### config.mk
export PLATFORM = sky130hd
export DESIGN_NAME = cdd_datapath
export DESIGN_NICKNAME = d
export VERILOG_FILES = /design/src/cdd_pkg.sv /design/src/cdd_mod_if.sv /design/src/cdd_crc_step.sv /design/src/cdd_mod_unit.sv /design/src/cdd_datapath.sv
export VERILOG_INCLUDE_DIRS = /design/src
export SDC_FILE = /design/constraint.sdc
export NUM_CORES = 2
export LEC_CHECK = 0
export CAP_MARGIN = 20
export CORE_MARGIN = 2
export CORE_UTILIZATION = 35
export DETAILED_ROUTE_END_ITERATION = 7
export DONT_BUFFER_PORTS = 1
export PLACE_DENSITY = 0.62
export SYNTH_ARGS = -nofsm -noshare
export SYNTH_HDL_FRONTEND = slang
export SYNTH_SLANG_ARGS = --single-unit
### constraint.sdc
create_clock -name mclk -period 11.2 [get_ports mclk]
set_clock_uncertainty 0.15 [all_clocks]
set_input_delay 1.12 -clock mclk [delete_from_list [all_inputs] [get_ports mclk]]
set_output_delay 1.12 -clock mclk [all_outputs]
set_load 0.02 [all_outputs]
### src/cdd_defs.svh
// Opcode patterns, polynomials, reset values and timing counts for the
// CRC and deinterleave datapath. Definitions only; included by bare name.
`ifndef CDD_DEFS_SVH
`define CDD_DEFS_SVH

// CRC accumulate, byte forms share the lower word
`define CDD_LSW_CRC_P2      16'he2cb
`define CDD_MSW_CRC_P2L     8'h03
`define CDD_MSW_CRC_P2H     8'h04
`define CDD_LSW_CRC_CLR     16'he524
`define CDD_LSW_CRC_STORE   16'he206
`define CDD_LSW_CRC_LOAD    16'he3f6
`define CDD_MSW_CRC_MOVE    8'h00

// Generator polynomials
`define CDD_POLY_P2L        32'h04c11db7
`define CDD_POLY_P2H        32'h1edc6f41

// Deinterleave group
`define CDD_LSW_DIVIDE_ZERO_FLAG_CLR    16'he520
`define CDD_LSW_INCDEC      16'he6f2
`define CDD_MSW_INCDEC      12'h0b0
`define CDD_LSW_INCDEC_LD   16'he281
`define CDD_MSW_INCDEC_LD   1'h0
`define CDD_LSW_MOD         16'he680
`define CDD_MSW_MOD         7'h14

// Reset values
`define CDD_CRC_RESET       32'h0000_0000
`define CDD_DIVIDE_ZERO_FLAG_RESET      1'h0
`define CDD_VR_RESET        32'h0000_0000

// Modulo timing: issue cycle plus eight delay slots
`define CDD_MOD_CYCLES      9
`define CDD_MOD_LAST_ITER   4'h7
`define CDD_MOD_DONE_DELAY  7

`endif

### src/cdd_pkg.sv
// Types shared by the CRC and deinterleave datapath.
// Assumes nothing beyond a SystemVerilog compiler.
`default_nettype none

package cdd_pkg;

    typedef enum logic [3:0] {
        CDD_OP_NONE     = 4'h0,
        CDD_OP_CRC_LO   = 4'h1,
        CDD_OP_CRC_HI   = 4'h2,
        CDD_OP_CRC_CLR  = 4'h3,
        CDD_OP_CRC_ST   = 4'h4,
        CDD_OP_CRC_LD   = 4'h5,
        CDD_OP_DIVIDE_ZERO_FLAG_CLR = 4'h6,
        CDD_OP_INC      = 4'h7,
        CDD_OP_DEC      = 4'h8,
        CDD_OP_INC_LD   = 4'h9,
        CDD_OP_DEC_LD   = 4'ha,
        CDD_OP_MOD      = 4'hb
    } cdd_op_e;

    typedef enum logic {
        CDD_MOD_IDLE = 1'h0,
        CDD_MOD_RUN  = 1'h1
    } cdd_mod_st_e;

    typedef logic [2:0] cdd_reg_idx_t;

endpackage

`default_nettype wire

### src/cdd_mod_if.sv
// Carrier between the datapath and its modulo unit.
// Assumes both ends run on the same clock.
`timescale 1ns/10ps
`default_nettype none

interface cdd_mod_if;
    logic                  start;
    logic [31:0]           dividend;
    logic [15:0]           divisor;
    cdd_pkg::cdd_reg_idx_t dest;
    logic                  done;
    logic [15:0]           rem;
    cdd_pkg::cdd_reg_idx_t rem_dest;

    modport ctl  (output start, dividend, divisor, dest,
                  input  done, rem, rem_dest);
    modport unit (input  start, dividend, divisor, dest,
                  output done, rem, rem_dest);
endinterface

`default_nettype wire

### src/cdd_crc_step.sv
// One byte step of a 32-bit CRC, most significant bit first.
// Purely combinational; the caller registers the result.
`timescale 1ns/10ps
`default_nettype none

module cdd_crc_step #(
    parameter logic [31:0] POLY = 32'h04c11db7
) (
    input  wire logic [31:0] crc_in,
    input  wire logic [7:0]  data_in,
    output logic      [31:0] crc_out
);
    always_comb begin
        logic [31:0] c;
        c = crc_in ^ {data_in, 24'h0};
        for (int i = 0; i < 8; i++) begin
            c = c[31] ? ({c[30:0], 1'b0} ^ POLY) : {c[30:0], 1'b0};
        end
        crc_out = c;
    end
endmodule // cdd_crc_step

`default_nettype wire

### src/cdd_mod_unit.sv
// Signed 32-bit by unsigned 16-bit remainder, four bits per cycle.
// Expects no new start while busy; such a start is dropped.
`timescale 1ns/10ps
`include "cdd_defs.svh"
`default_nettype none

module cdd_mod_unit (
    input  wire logic mclk,
    input  wire logic rst_n,
    cdd_mod_if.unit   mif
);
    cdd_pkg::cdd_mod_st_e state;
    logic [3:0]           iter;
    logic [31:0]          shreg;
    logic [16:0]          part;
    logic [15:0]          dvs;
    logic                 neg;
    cdd_pkg::cdd_reg_idx_t dst;
    logic [31:0]          abs_in;
    logic [16:0]          first_part;
    logic [16:0]          next_part;

    function automatic logic [16:0] step4(input logic [16:0] r_in,
                                          input logic [3:0]  bits,
                                          input logic [15:0] d);
        logic [16:0] r;
        r = r_in;
        for (int i = 3; i >= 0; i--) begin
            r = {r[15:0], bits[i]};
            if (r >= {1'b0, d}) begin
                r = r - {1'b0, d};
            end
        end
        return r;
    endfunction

    // First nibble is consumed at issue so the write lands after 8 slots
    always_comb begin
        abs_in     = mif.dividend[31] ? 32'(32'h0 - mif.dividend)
                                      : mif.dividend;
        first_part = step4(17'h0, abs_in[31:28], mif.divisor);
        next_part  = step4(part, shreg[31:28], dvs);
    end

    always_ff @(posedge mclk or negedge rst_n) begin
        if (!rst_n) begin
            state <= cdd_pkg::CDD_MOD_IDLE;
            iter  <= 4'h0;
            shreg <= 32'h0;
            part  <= 17'h0;
            dvs   <= 16'h0;
            neg   <= 1'b0;
            dst   <= 3'h0;
        end else begin
            case (state)
                cdd_pkg::CDD_MOD_IDLE: begin
                    if (mif.start) begin
                        state <= cdd_pkg::CDD_MOD_RUN;
                        iter  <= 4'h1;
                        part  <= first_part;
                        shreg <= {abs_in[27:0], 4'h0};
                        dvs   <= mif.divisor;
                        neg   <= mif.dividend[31];
                        dst   <= mif.dest;
                    end
                end
                default: begin
                    part  <= next_part;
                    shreg <= {shreg[27:0], 4'h0};
                    iter  <= 4'(iter + 4'h1);
                    if (iter == `CDD_MOD_LAST_ITER) begin
                        state <= cdd_pkg::CDD_MOD_IDLE;
                    end
                end
            endcase
        end
    end

    // Remainder takes the dividend's sign
    always_ff @(posedge mclk or negedge rst_n) begin
        if (!rst_n) begin
            mif.done     <= 1'b0;
            mif.rem      <= 16'h0;
            mif.rem_dest <= 3'h0;
        end else begin
            mif.done <= (state == cdd_pkg::CDD_MOD_RUN) &&
                        (iter == `CDD_MOD_LAST_ITER);
            if ((state == cdd_pkg::CDD_MOD_RUN) &&
                (iter == `CDD_MOD_LAST_ITER)) begin
                mif.rem      <= neg ? 16'(16'h0 - next_part[15:0])
                                    : next_part[15:0];
                mif.rem_dest <= dst;
            end
        end
    end
endmodule // cdd_mod_unit

`default_nettype wire

### src/cdd_datapath.sv
// CRC and deinterleave execution datapath of an extension coprocessor.
// Assumes the pipeline presents one decoded opcode pair per cycle with
// its memory operand already fetched, on the same clock and reset.
`timescale 1ns/10ps
`include "cdd_defs.svh"
`default_nettype none

// Notes on behaviour
// - Decode low-byte polynomial-2 CRC32 accumulate
// - Low-byte form uses 0x04C11DB7 on LSB
// - Bit reverse select flips the source byte
// - Full 32-bit accumulator updated from byte
// - CRC ops single cycle, flags untouched
// - Clear opcode zeroes CRC accumulator
// - Store opcode writes accumulator to memory
// - Load opcode fills accumulator from memory
// - Dedicated opcode clears divide-zero flag
// - Decode decrement of selected low half
// - Decode increment of selected low half
// - Decrement with parallel 32-bit register load
// - Increment with parallel 32-bit register load
// - Inc/dec single cycle, flags untouched
// - Decode modulo and its three register fields
// - Signed dividend, unsigned divisor, remainder high
// - Zero divisor sets flag, no write
// - Modulo result after eight delay slots
// - Register fields reach registers zero to seven
// - High-byte form uses 0x1EDC6F41 on MSB
module cdd_datapath (
    input  wire logic        mclk,
    input  wire logic        rst_n,
    input  wire logic        op_valid,
    input  wire logic [15:0] op_lsw,
    input  wire logic [15:0] op_msw,
    input  wire logic [31:0] mem_rdata,
    input  wire logic        crc_bit_reverse_select,
    input  wire logic [2:0]  reg_rd_sel,
    output logic             mem_we,
    output logic      [31:0] mem_wdata,
    output logic      [31:0] crc_accumulator,
    output logic             divide_zero_flag,
    output logic      [31:0] reg_rd_data,
    output logic             mod_busy
);
    cdd_mod_if             mif ();
    cdd_pkg::cdd_op_e      op;
    logic [31:0]           vr [8];
    logic [31:0]           next_vr [8];
    logic [31:0]           next_crc;
    logic [31:0]           crc_lo_out;
    logic [31:0]           crc_hi_out;
    logic [7:0]            src_byte;
    logic [7:0]            feed_byte;
    cdd_pkg::cdd_reg_idx_t lo_idx;
    cdd_pkg::cdd_reg_idx_t ld_idx;
    logic                  mod_zero;

    ////////////////////////////////////////////////////////////////////
    // Opcode decode; unknown patterns fall through as no operation

    always_comb begin
        op = cdd_pkg::CDD_OP_NONE;
        if (!op_valid) begin
            op = cdd_pkg::CDD_OP_NONE;
        end else if (op_lsw == `CDD_LSW_CRC_P2 &&
                     op_msw[15:8] == `CDD_MSW_CRC_P2L) begin
            op = cdd_pkg::CDD_OP_CRC_LO;
        end else if (op_lsw == `CDD_LSW_CRC_P2 &&
                     op_msw[15:8] == `CDD_MSW_CRC_P2H) begin
            op = cdd_pkg::CDD_OP_CRC_HI;
        end else if (op_lsw == `CDD_LSW_CRC_CLR) begin
            op = cdd_pkg::CDD_OP_CRC_CLR;
        end else if (op_lsw == `CDD_LSW_CRC_STORE &&
                     op_msw[15:8] == `CDD_MSW_CRC_MOVE) begin
            op = cdd_pkg::CDD_OP_CRC_ST;
        end else if (op_lsw == `CDD_LSW_CRC_LOAD &&
                     op_msw[15:8] == `CDD_MSW_CRC_MOVE) begin
            op = cdd_pkg::CDD_OP_CRC_LD;
        end else if (op_lsw == `CDD_LSW_DIVIDE_ZERO_FLAG_CLR) begin
            op = cdd_pkg::CDD_OP_DIVIDE_ZERO_FLAG_CLR;
        end else if (op_lsw == `CDD_LSW_INCDEC &&
                     op_msw[15:4] == `CDD_MSW_INCDEC) begin
            op = op_msw[3] ? cdd_pkg::CDD_OP_DEC
                           : cdd_pkg::CDD_OP_INC;
        end else if (op_lsw == `CDD_LSW_INCDEC_LD &&
                     op_msw[15] == `CDD_MSW_INCDEC_LD) begin
            op = op_msw[14] ? cdd_pkg::CDD_OP_DEC_LD
                            : cdd_pkg::CDD_OP_INC_LD;
        end else if (op_lsw == `CDD_LSW_MOD &&
                     op_msw[15:9] == `CDD_MSW_MOD) begin
            op = cdd_pkg::CDD_OP_MOD;
        end
    end

    // Three-bit fields cannot name a ninth register
    always_comb begin
        lo_idx = (op == cdd_pkg::CDD_OP_INC_LD ||
                  op == cdd_pkg::CDD_OP_DEC_LD) ? op_msw[10:8]
                                                : op_msw[2:0];
        ld_idx = op_msw[13:11];
    end

    ////////////////////////////////////////////////////////////////////
    // CRC accumulator

    always_comb begin
        src_byte = (op == cdd_pkg::CDD_OP_CRC_HI) ? mem_rdata[15:8]
                                                 : mem_rdata[7:0];
        for (int i = 0; i < 8; i++) begin
            feed_byte[i] = crc_bit_reverse_select ? src_byte[7 - i]
                                                  : src_byte[i];
        end
    end

    cdd_crc_step #(.POLY(`CDD_POLY_P2L)) u_crc_lo (
        .crc_in  (crc_accumulator),
        .data_in (feed_byte),
        .crc_out (crc_lo_out)
    );

    cdd_crc_step #(.POLY(`CDD_POLY_P2H)) u_crc_hi (
        .crc_in  (crc_accumulator),
        .data_in (feed_byte),
        .crc_out (crc_hi_out)
    );

    always_comb begin
        case (op)
            cdd_pkg::CDD_OP_CRC_LO:  next_crc = crc_lo_out;
            cdd_pkg::CDD_OP_CRC_HI:  next_crc = crc_hi_out;
            cdd_pkg::CDD_OP_CRC_CLR: next_crc = `CDD_CRC_RESET;
            cdd_pkg::CDD_OP_CRC_LD:  next_crc = mem_rdata;
            default:                 next_crc = crc_accumulator;
        endcase
    end

    always_ff @(posedge mclk or negedge rst_n) begin
        if (!rst_n) begin
            crc_accumulator <= `CDD_CRC_RESET;
        end else begin
            crc_accumulator <= next_crc;
        end
    end

    // Store hands the accumulator out one cycle after the opcode
    always_ff @(posedge mclk or negedge rst_n) begin
        if (!rst_n) begin
            mem_we    <= 1'b0;
            mem_wdata <= 32'h0;
        end else begin
            mem_we <= (op == cdd_pkg::CDD_OP_CRC_ST);
            if (op == cdd_pkg::CDD_OP_CRC_ST) begin
                mem_wdata <= crc_accumulator;
            end
        end
    end

    ////////////////////////////////////////////////////////////////////
    // Divide-by-zero flag; only modulo issue sets it, only its clear
    // opcode clears it, and the set is tested first

    assign mod_zero = (op == cdd_pkg::CDD_OP_MOD) &&
                      (vr[op_msw[2:0]][31:16] == 16'h0);

    always_ff @(posedge mclk or negedge rst_n) begin
        if (!rst_n) begin
            divide_zero_flag <= `CDD_DIVIDE_ZERO_FLAG_RESET;
        end else if (mod_zero) begin
            divide_zero_flag <= 1'b1;
        end else if (op == cdd_pkg::CDD_OP_DIVIDE_ZERO_FLAG_CLR) begin
            divide_zero_flag <= 1'b0;
        end
    end

    ////////////////////////////////////////////////////////////////////
    // Modulo unit; a zero divisor never starts it, so no write follows

    always_comb begin
        mif.start    = (op == cdd_pkg::CDD_OP_MOD) && !mod_zero;
        mif.dividend = vr[op_msw[5:3]];
        mif.divisor  = vr[op_msw[2:0]][31:16];
        mif.dest     = op_msw[8:6];
    end

    cdd_mod_unit u_mod (
        .mclk  (mclk),
        .rst_n (rst_n),
        .mif   (mif.unit)
    );

    // Overlap is the pipeline's duty; a second start before the done cycle is lost
    always_ff @(posedge mclk or negedge rst_n) begin
        if (!rst_n) begin
            mod_busy <= 1'b0;
        end else if (mif.start && !mod_busy) begin
            mod_busy <= 1'b1;
        end else if (mif.done) begin
            mod_busy <= 1'b0;
        end
    end

    ////////////////////////////////////////////////////////////////////
    // General registers; a parallel load outranks a same-register step

    always_comb begin
        for (int i = 0; i < 8; i++) begin
            next_vr[i] = vr[i];
            if (mif.done && mif.rem_dest == 3'(i)) begin
                next_vr[i][31:16] = mif.rem;
            end
            if (lo_idx == 3'(i) && (op == cdd_pkg::CDD_OP_INC ||
                                    op == cdd_pkg::CDD_OP_INC_LD)) begin
                next_vr[i][15:0] = vr[i][15:0] + 16'h0001;
            end
            if (lo_idx == 3'(i) && (op == cdd_pkg::CDD_OP_DEC ||
                                    op == cdd_pkg::CDD_OP_DEC_LD)) begin
                next_vr[i][15:0] = vr[i][15:0] - 16'h0001;
            end
            if (ld_idx == 3'(i) && (op == cdd_pkg::CDD_OP_INC_LD ||
                                    op == cdd_pkg::CDD_OP_DEC_LD)) begin
                next_vr[i] = mem_rdata;
            end
        end
    end

    always_ff @(posedge mclk or negedge rst_n) begin
        if (!rst_n) begin
            for (int i = 0; i < 8; i++) begin
                vr[i] <= `CDD_VR_RESET;
            end
            reg_rd_data <= `CDD_VR_RESET;
        end else begin
            for (int i = 0; i < 8; i++) begin
                vr[i] <= next_vr[i];
            end
            reg_rd_data <= vr[reg_rd_sel];
        end
    end

    ////////////////////////////////////////////////////////////////////
    // Checks

    logic [15:0] chk_lo;
    logic [15:0] chk_hi;
    logic [2:0]  chk_idx;

    always_ff @(posedge mclk or negedge rst_n) begin
        if (!rst_n) begin
            chk_lo  <= 16'h0;
            chk_hi  <= 16'h0;
            chk_idx <= 3'h0;
        end else begin
            chk_lo  <= vr[op_msw[2:0]][15:0];
            chk_hi  <= vr[op_msw[2:0]][31:16];
            chk_idx <= op_msw[2:0];
        end
    end
endmodule // cdd_datapath

`default_nettype wire

==> out/metrics.yaml <==
place:
  dpl_cell_area_mm2: 0.04095
  placement.io_buffers: 0
  hpwl_um: 93800
  placedCellCount: 5730
  place_congestion: 0.9769
global_route:
  grt_pass1_vias: 31770
  grt_max_degree: 445
  antenna_found_initial: 4
  grt_pass1_wl_um: 195400
  globalRoute.totalOverflow: 0
  track_usage_pct: 22.36
sta:
  rsz0062_at_grt: "no"
  timing.setup.tns_ps: 0
  slew_violations: 0
  maxSlewHeadroom_pct: 2.524
  hold_violations: 0
  tightest_slew_ps: 1462
  fmax_mhz: 96.21
  finalSetupViolCount: 0
  finalCritPeriodShare_pct: 92.80
  period_needed_ps: 10390
clock_tree:
  root_buffer: "clkbuf_16"
  path_clk_slew_ps: 70
  cts_sinks: 444
  cts.hold.buffers_added: 0
  clock_path_buffers: 3
  htree_levels: 2
  clk_latency_ps: 640
  cts_tree: "done"
  cts_made_buffers: 50
logic_synthesis:
  ys_seq_area_share_pct: 28.79
  synth-compound-area-share_pct: 18.13
  synth_mux_area_share_pct: 18.26
  synth_cell_types: 91
  synthFlopType: "dfrtp_1"
  syn-num-nets: 4641
  syn_avg_cell_area_um2: 8.921
  synthXorXnorAreaFrac_pct: 8.183
  synthSimpleGateAreaFrac_pct: 14.54
  synth_top_family_by_area: "multiplexers"
  yosysWarnings: 0
  syn_inst: 4326
  synthAdderAreaFrac_pct: 8.203
  syn_area_mm2: 0.03859
  ys_seq_elements: 444
  synth-async-reset-ratio_pct: 100.0
  synth_edf_count: 0
worst_setup_path:
  r2r_start: "u_mod.shreg[31]"
  cp-start-kind: "input port"
  cp_slowest_cell: "mux4_2"
  endpoint_kind: "register"
  cp.arrival_ps: 10720
  cp_max_fo: 67
  crit_path_start: "op_msw[3]"
  critical_path_required_ps: 11520
  crit_cells: 53
  reg2regPathDepth: 48
  r2r_setup_slack_ps: 820
  rr_endpoint: "u_mod.mif.rem[14]"
  max_stage_delay_ps: 530
  cpMostUsedCell: "ha_1"
  critPathKind: "in2reg"
  cp_top_family: "compound AO/OA/AOI/OAI gates"
  critPathBufInv: 7
  endpoint: "u_mod.part[1]"
pwr:
  power_switching_mw: 0.9069
  ir_drop_v: 0.0001220
  p_int_mw: 2.779
  leakage_nw: 18.40
  sw_frac_of_total_pct: 24.60
  power_frac_comb_pct: 8.1
  pwr_density_cell_mw_per_mm2: 86.18
  p_seq_share_pct: 43.7
  p_clk_share_pct: 48.2
floorplan:
  num_rows: 121
  design.core.area_mm2: 0.1092
  start_util_pct: 35.35
  num_io_pins: 170
  die_width_um: 336.1
  die-area_mm2: 0.1129
  fp.dieH_um: 336.1
final_layout:
  drive_gt1_share_pct: 14.41
  area_growth_pct: 10.83
  regArea_mm2: 0.01111
  fillCellCount: 10920
  nets: 4623
  final_common_cell: "nor2_1"
  final_cells: 5821
  diodes: 0
  multi_input_area_mm2: 0.02616
  layout_common_cells: "536 x nor2_1, 529 x a21oi_1, 444 x dfrtp_1"
  finalInstanceArea_mm2: 0.04277
routing:
  drc_errors: 0
  drt-initial-drc-count: 3038
  num_vias: 33300
  highest_layer: "met5"
  wl_per_cell_um: 22.25
  detail-route-antenna-nets: 0
  avgViaCountPerCell: 5.721
  wl_met1_um: 56380
  wl_met3_um: 9459
  firstDrtPassIters: 5
  drt-total-wl_um: 129500
  wl_met2_um: 59220
run_status:
  status: "completed"
hold_path:
  hp-class: "in2async"
flow_run:
  maxCapViolations: 0
[cell usage after synthesis, types with 27 or more instances]
master    number  area (µm²)
a21boi_0      35       262.8
a21o_1        74       555.5
a21oi_1      530        2653
a31oi_1       27       168.9
and3_1        27       168.9
buf_1         49       183.9
clkbuf_1     180       675.7
dfrtp_1      444       11110
ha_1         229        2865
inv_1        128       480.5
mux2_2       113        1272
mux2i_1      202        2022
mux4_2       162        3649
nand2_1      336        1261
nand2b_1      40       250.2
nand3_1       43       215.2
nor2_1       538        2019
nor2b_1       57       356.6
nor3_1        73       365.4
o211ai_1      39       292.8
o21a_1        58       435.4
o21ai_0      208        1041
xnor2_1      198        1734
xor2_1       144        1261
[power groups by stage]
stage / Clock [mW] / Sequential, mW / Combinational (mW)
6_report: 1.78 / 1.61 / 0.299
5_1_grt: 1.86 / 1.61 / 0.320
4_1_cts: 1.80 / 1.61 / 0.295
3_5_place_dp: 0 / 1.64 / 0.293
3_3_place_gp: 0 / 1.64 / 0.291
2_1_floorplan: 0 / 1.64 / 0.282
[worst register-to-register path: cells and delay by family (launching register included)]
family	cells	cell delay (ps)
AND/OR/NAND/NOR	9	1400
multiplexers	3	900
XOR/XNOR	2	330
adder cells (fa/ha/maj)	6	1740
flip-flops	1	400
AO/OA/AOI/OAI	23	4630
buffers and inverters	5	720
[area by class of cell]
class                   count  area share [%]
repair buffers            186           3.376
flip-flops and latches    444           25.98
well taps                1476           4.318
clock inverters            21          0.7138
multi-input cells        3497           61.17
inverters                 129           1.132
clock buffers              68           3.317
[stage by stage]
step	worst slack, ps	power, mW	utilization, %	hold slack [ps]
after CTS	564.5	3.708	39.09	2.734
after floorplan	6.301	1.920	-	283.1
after global placement	235.4	1.930	37.47	305.9
after global routing	2.797	3.786	39.18	6.901
after detailed placement	114.9	1.932	37.51	315.2
final	805.9	3.686	39.18	35.62
[what timing repair did]
action                     4_1_cts  5_1_grt
setup endpoints to repair        0       26
resized for setup                0       20
buffers inserted                 0        1
[sequential cells by signal, indices dropped and copies added, names as in the netlist]
signal and flops:
u_mod.dvs 16, u_mod.neg 1, u_mod.shreg 28, mem_wdata 32, u_mod.state 1, vr 256, u_mod.mif.done 1, u_mod.part 16
u_mod.dst 3, u_mod.iter 4, reg_rd_data 32, mem_we 1, u_mod.mif.rem_dest 3, u_mod.mif.rem 16, divide_zero_flag 1, crc_accumulator 32
mod_busy 1
[cell families (layout without fill, tap and decap cells)]
group                      count (synthesis)  count (layout)
xor gates and xnor gates                 352             352
DFF                                      444             444
AOI/OAI and AO/OA                       1163            1163
and+or+nand+nor                         1252            1252
muxes                                    486             486
adders and majority gates                244             244
buffers and inverters                    385             404
[worst min path at each step]
stage                    startpoint                     to  slack, ps  depth (start not counted)
CTS                           rst_n        reg_rd_data[28]          3                          0
detailed placement  u_mod.shreg[18]        u_mod.shreg[22]        320                          1
global route                  rst_n        reg_rd_data[28]          7                          0
finish                        rst_n        reg_rd_data[28]         40                          0
global placement       u_mod.dst[0]  u_mod.mif.rem_dest[0]        310                          2
floorplan              u_mod.dst[0]  u_mod.mif.rem_dest[0]        280                          2
[per-layer routing]
layer / global-route usage (%) / up-vias
li1: - / 15530
met1: 30.09 / 16300
met2: 36.14 / 1222
met3: 4.193 / 250
met4: 7.308 / 4
met5: 0 / -
Power figures use the tool's default switching activity.
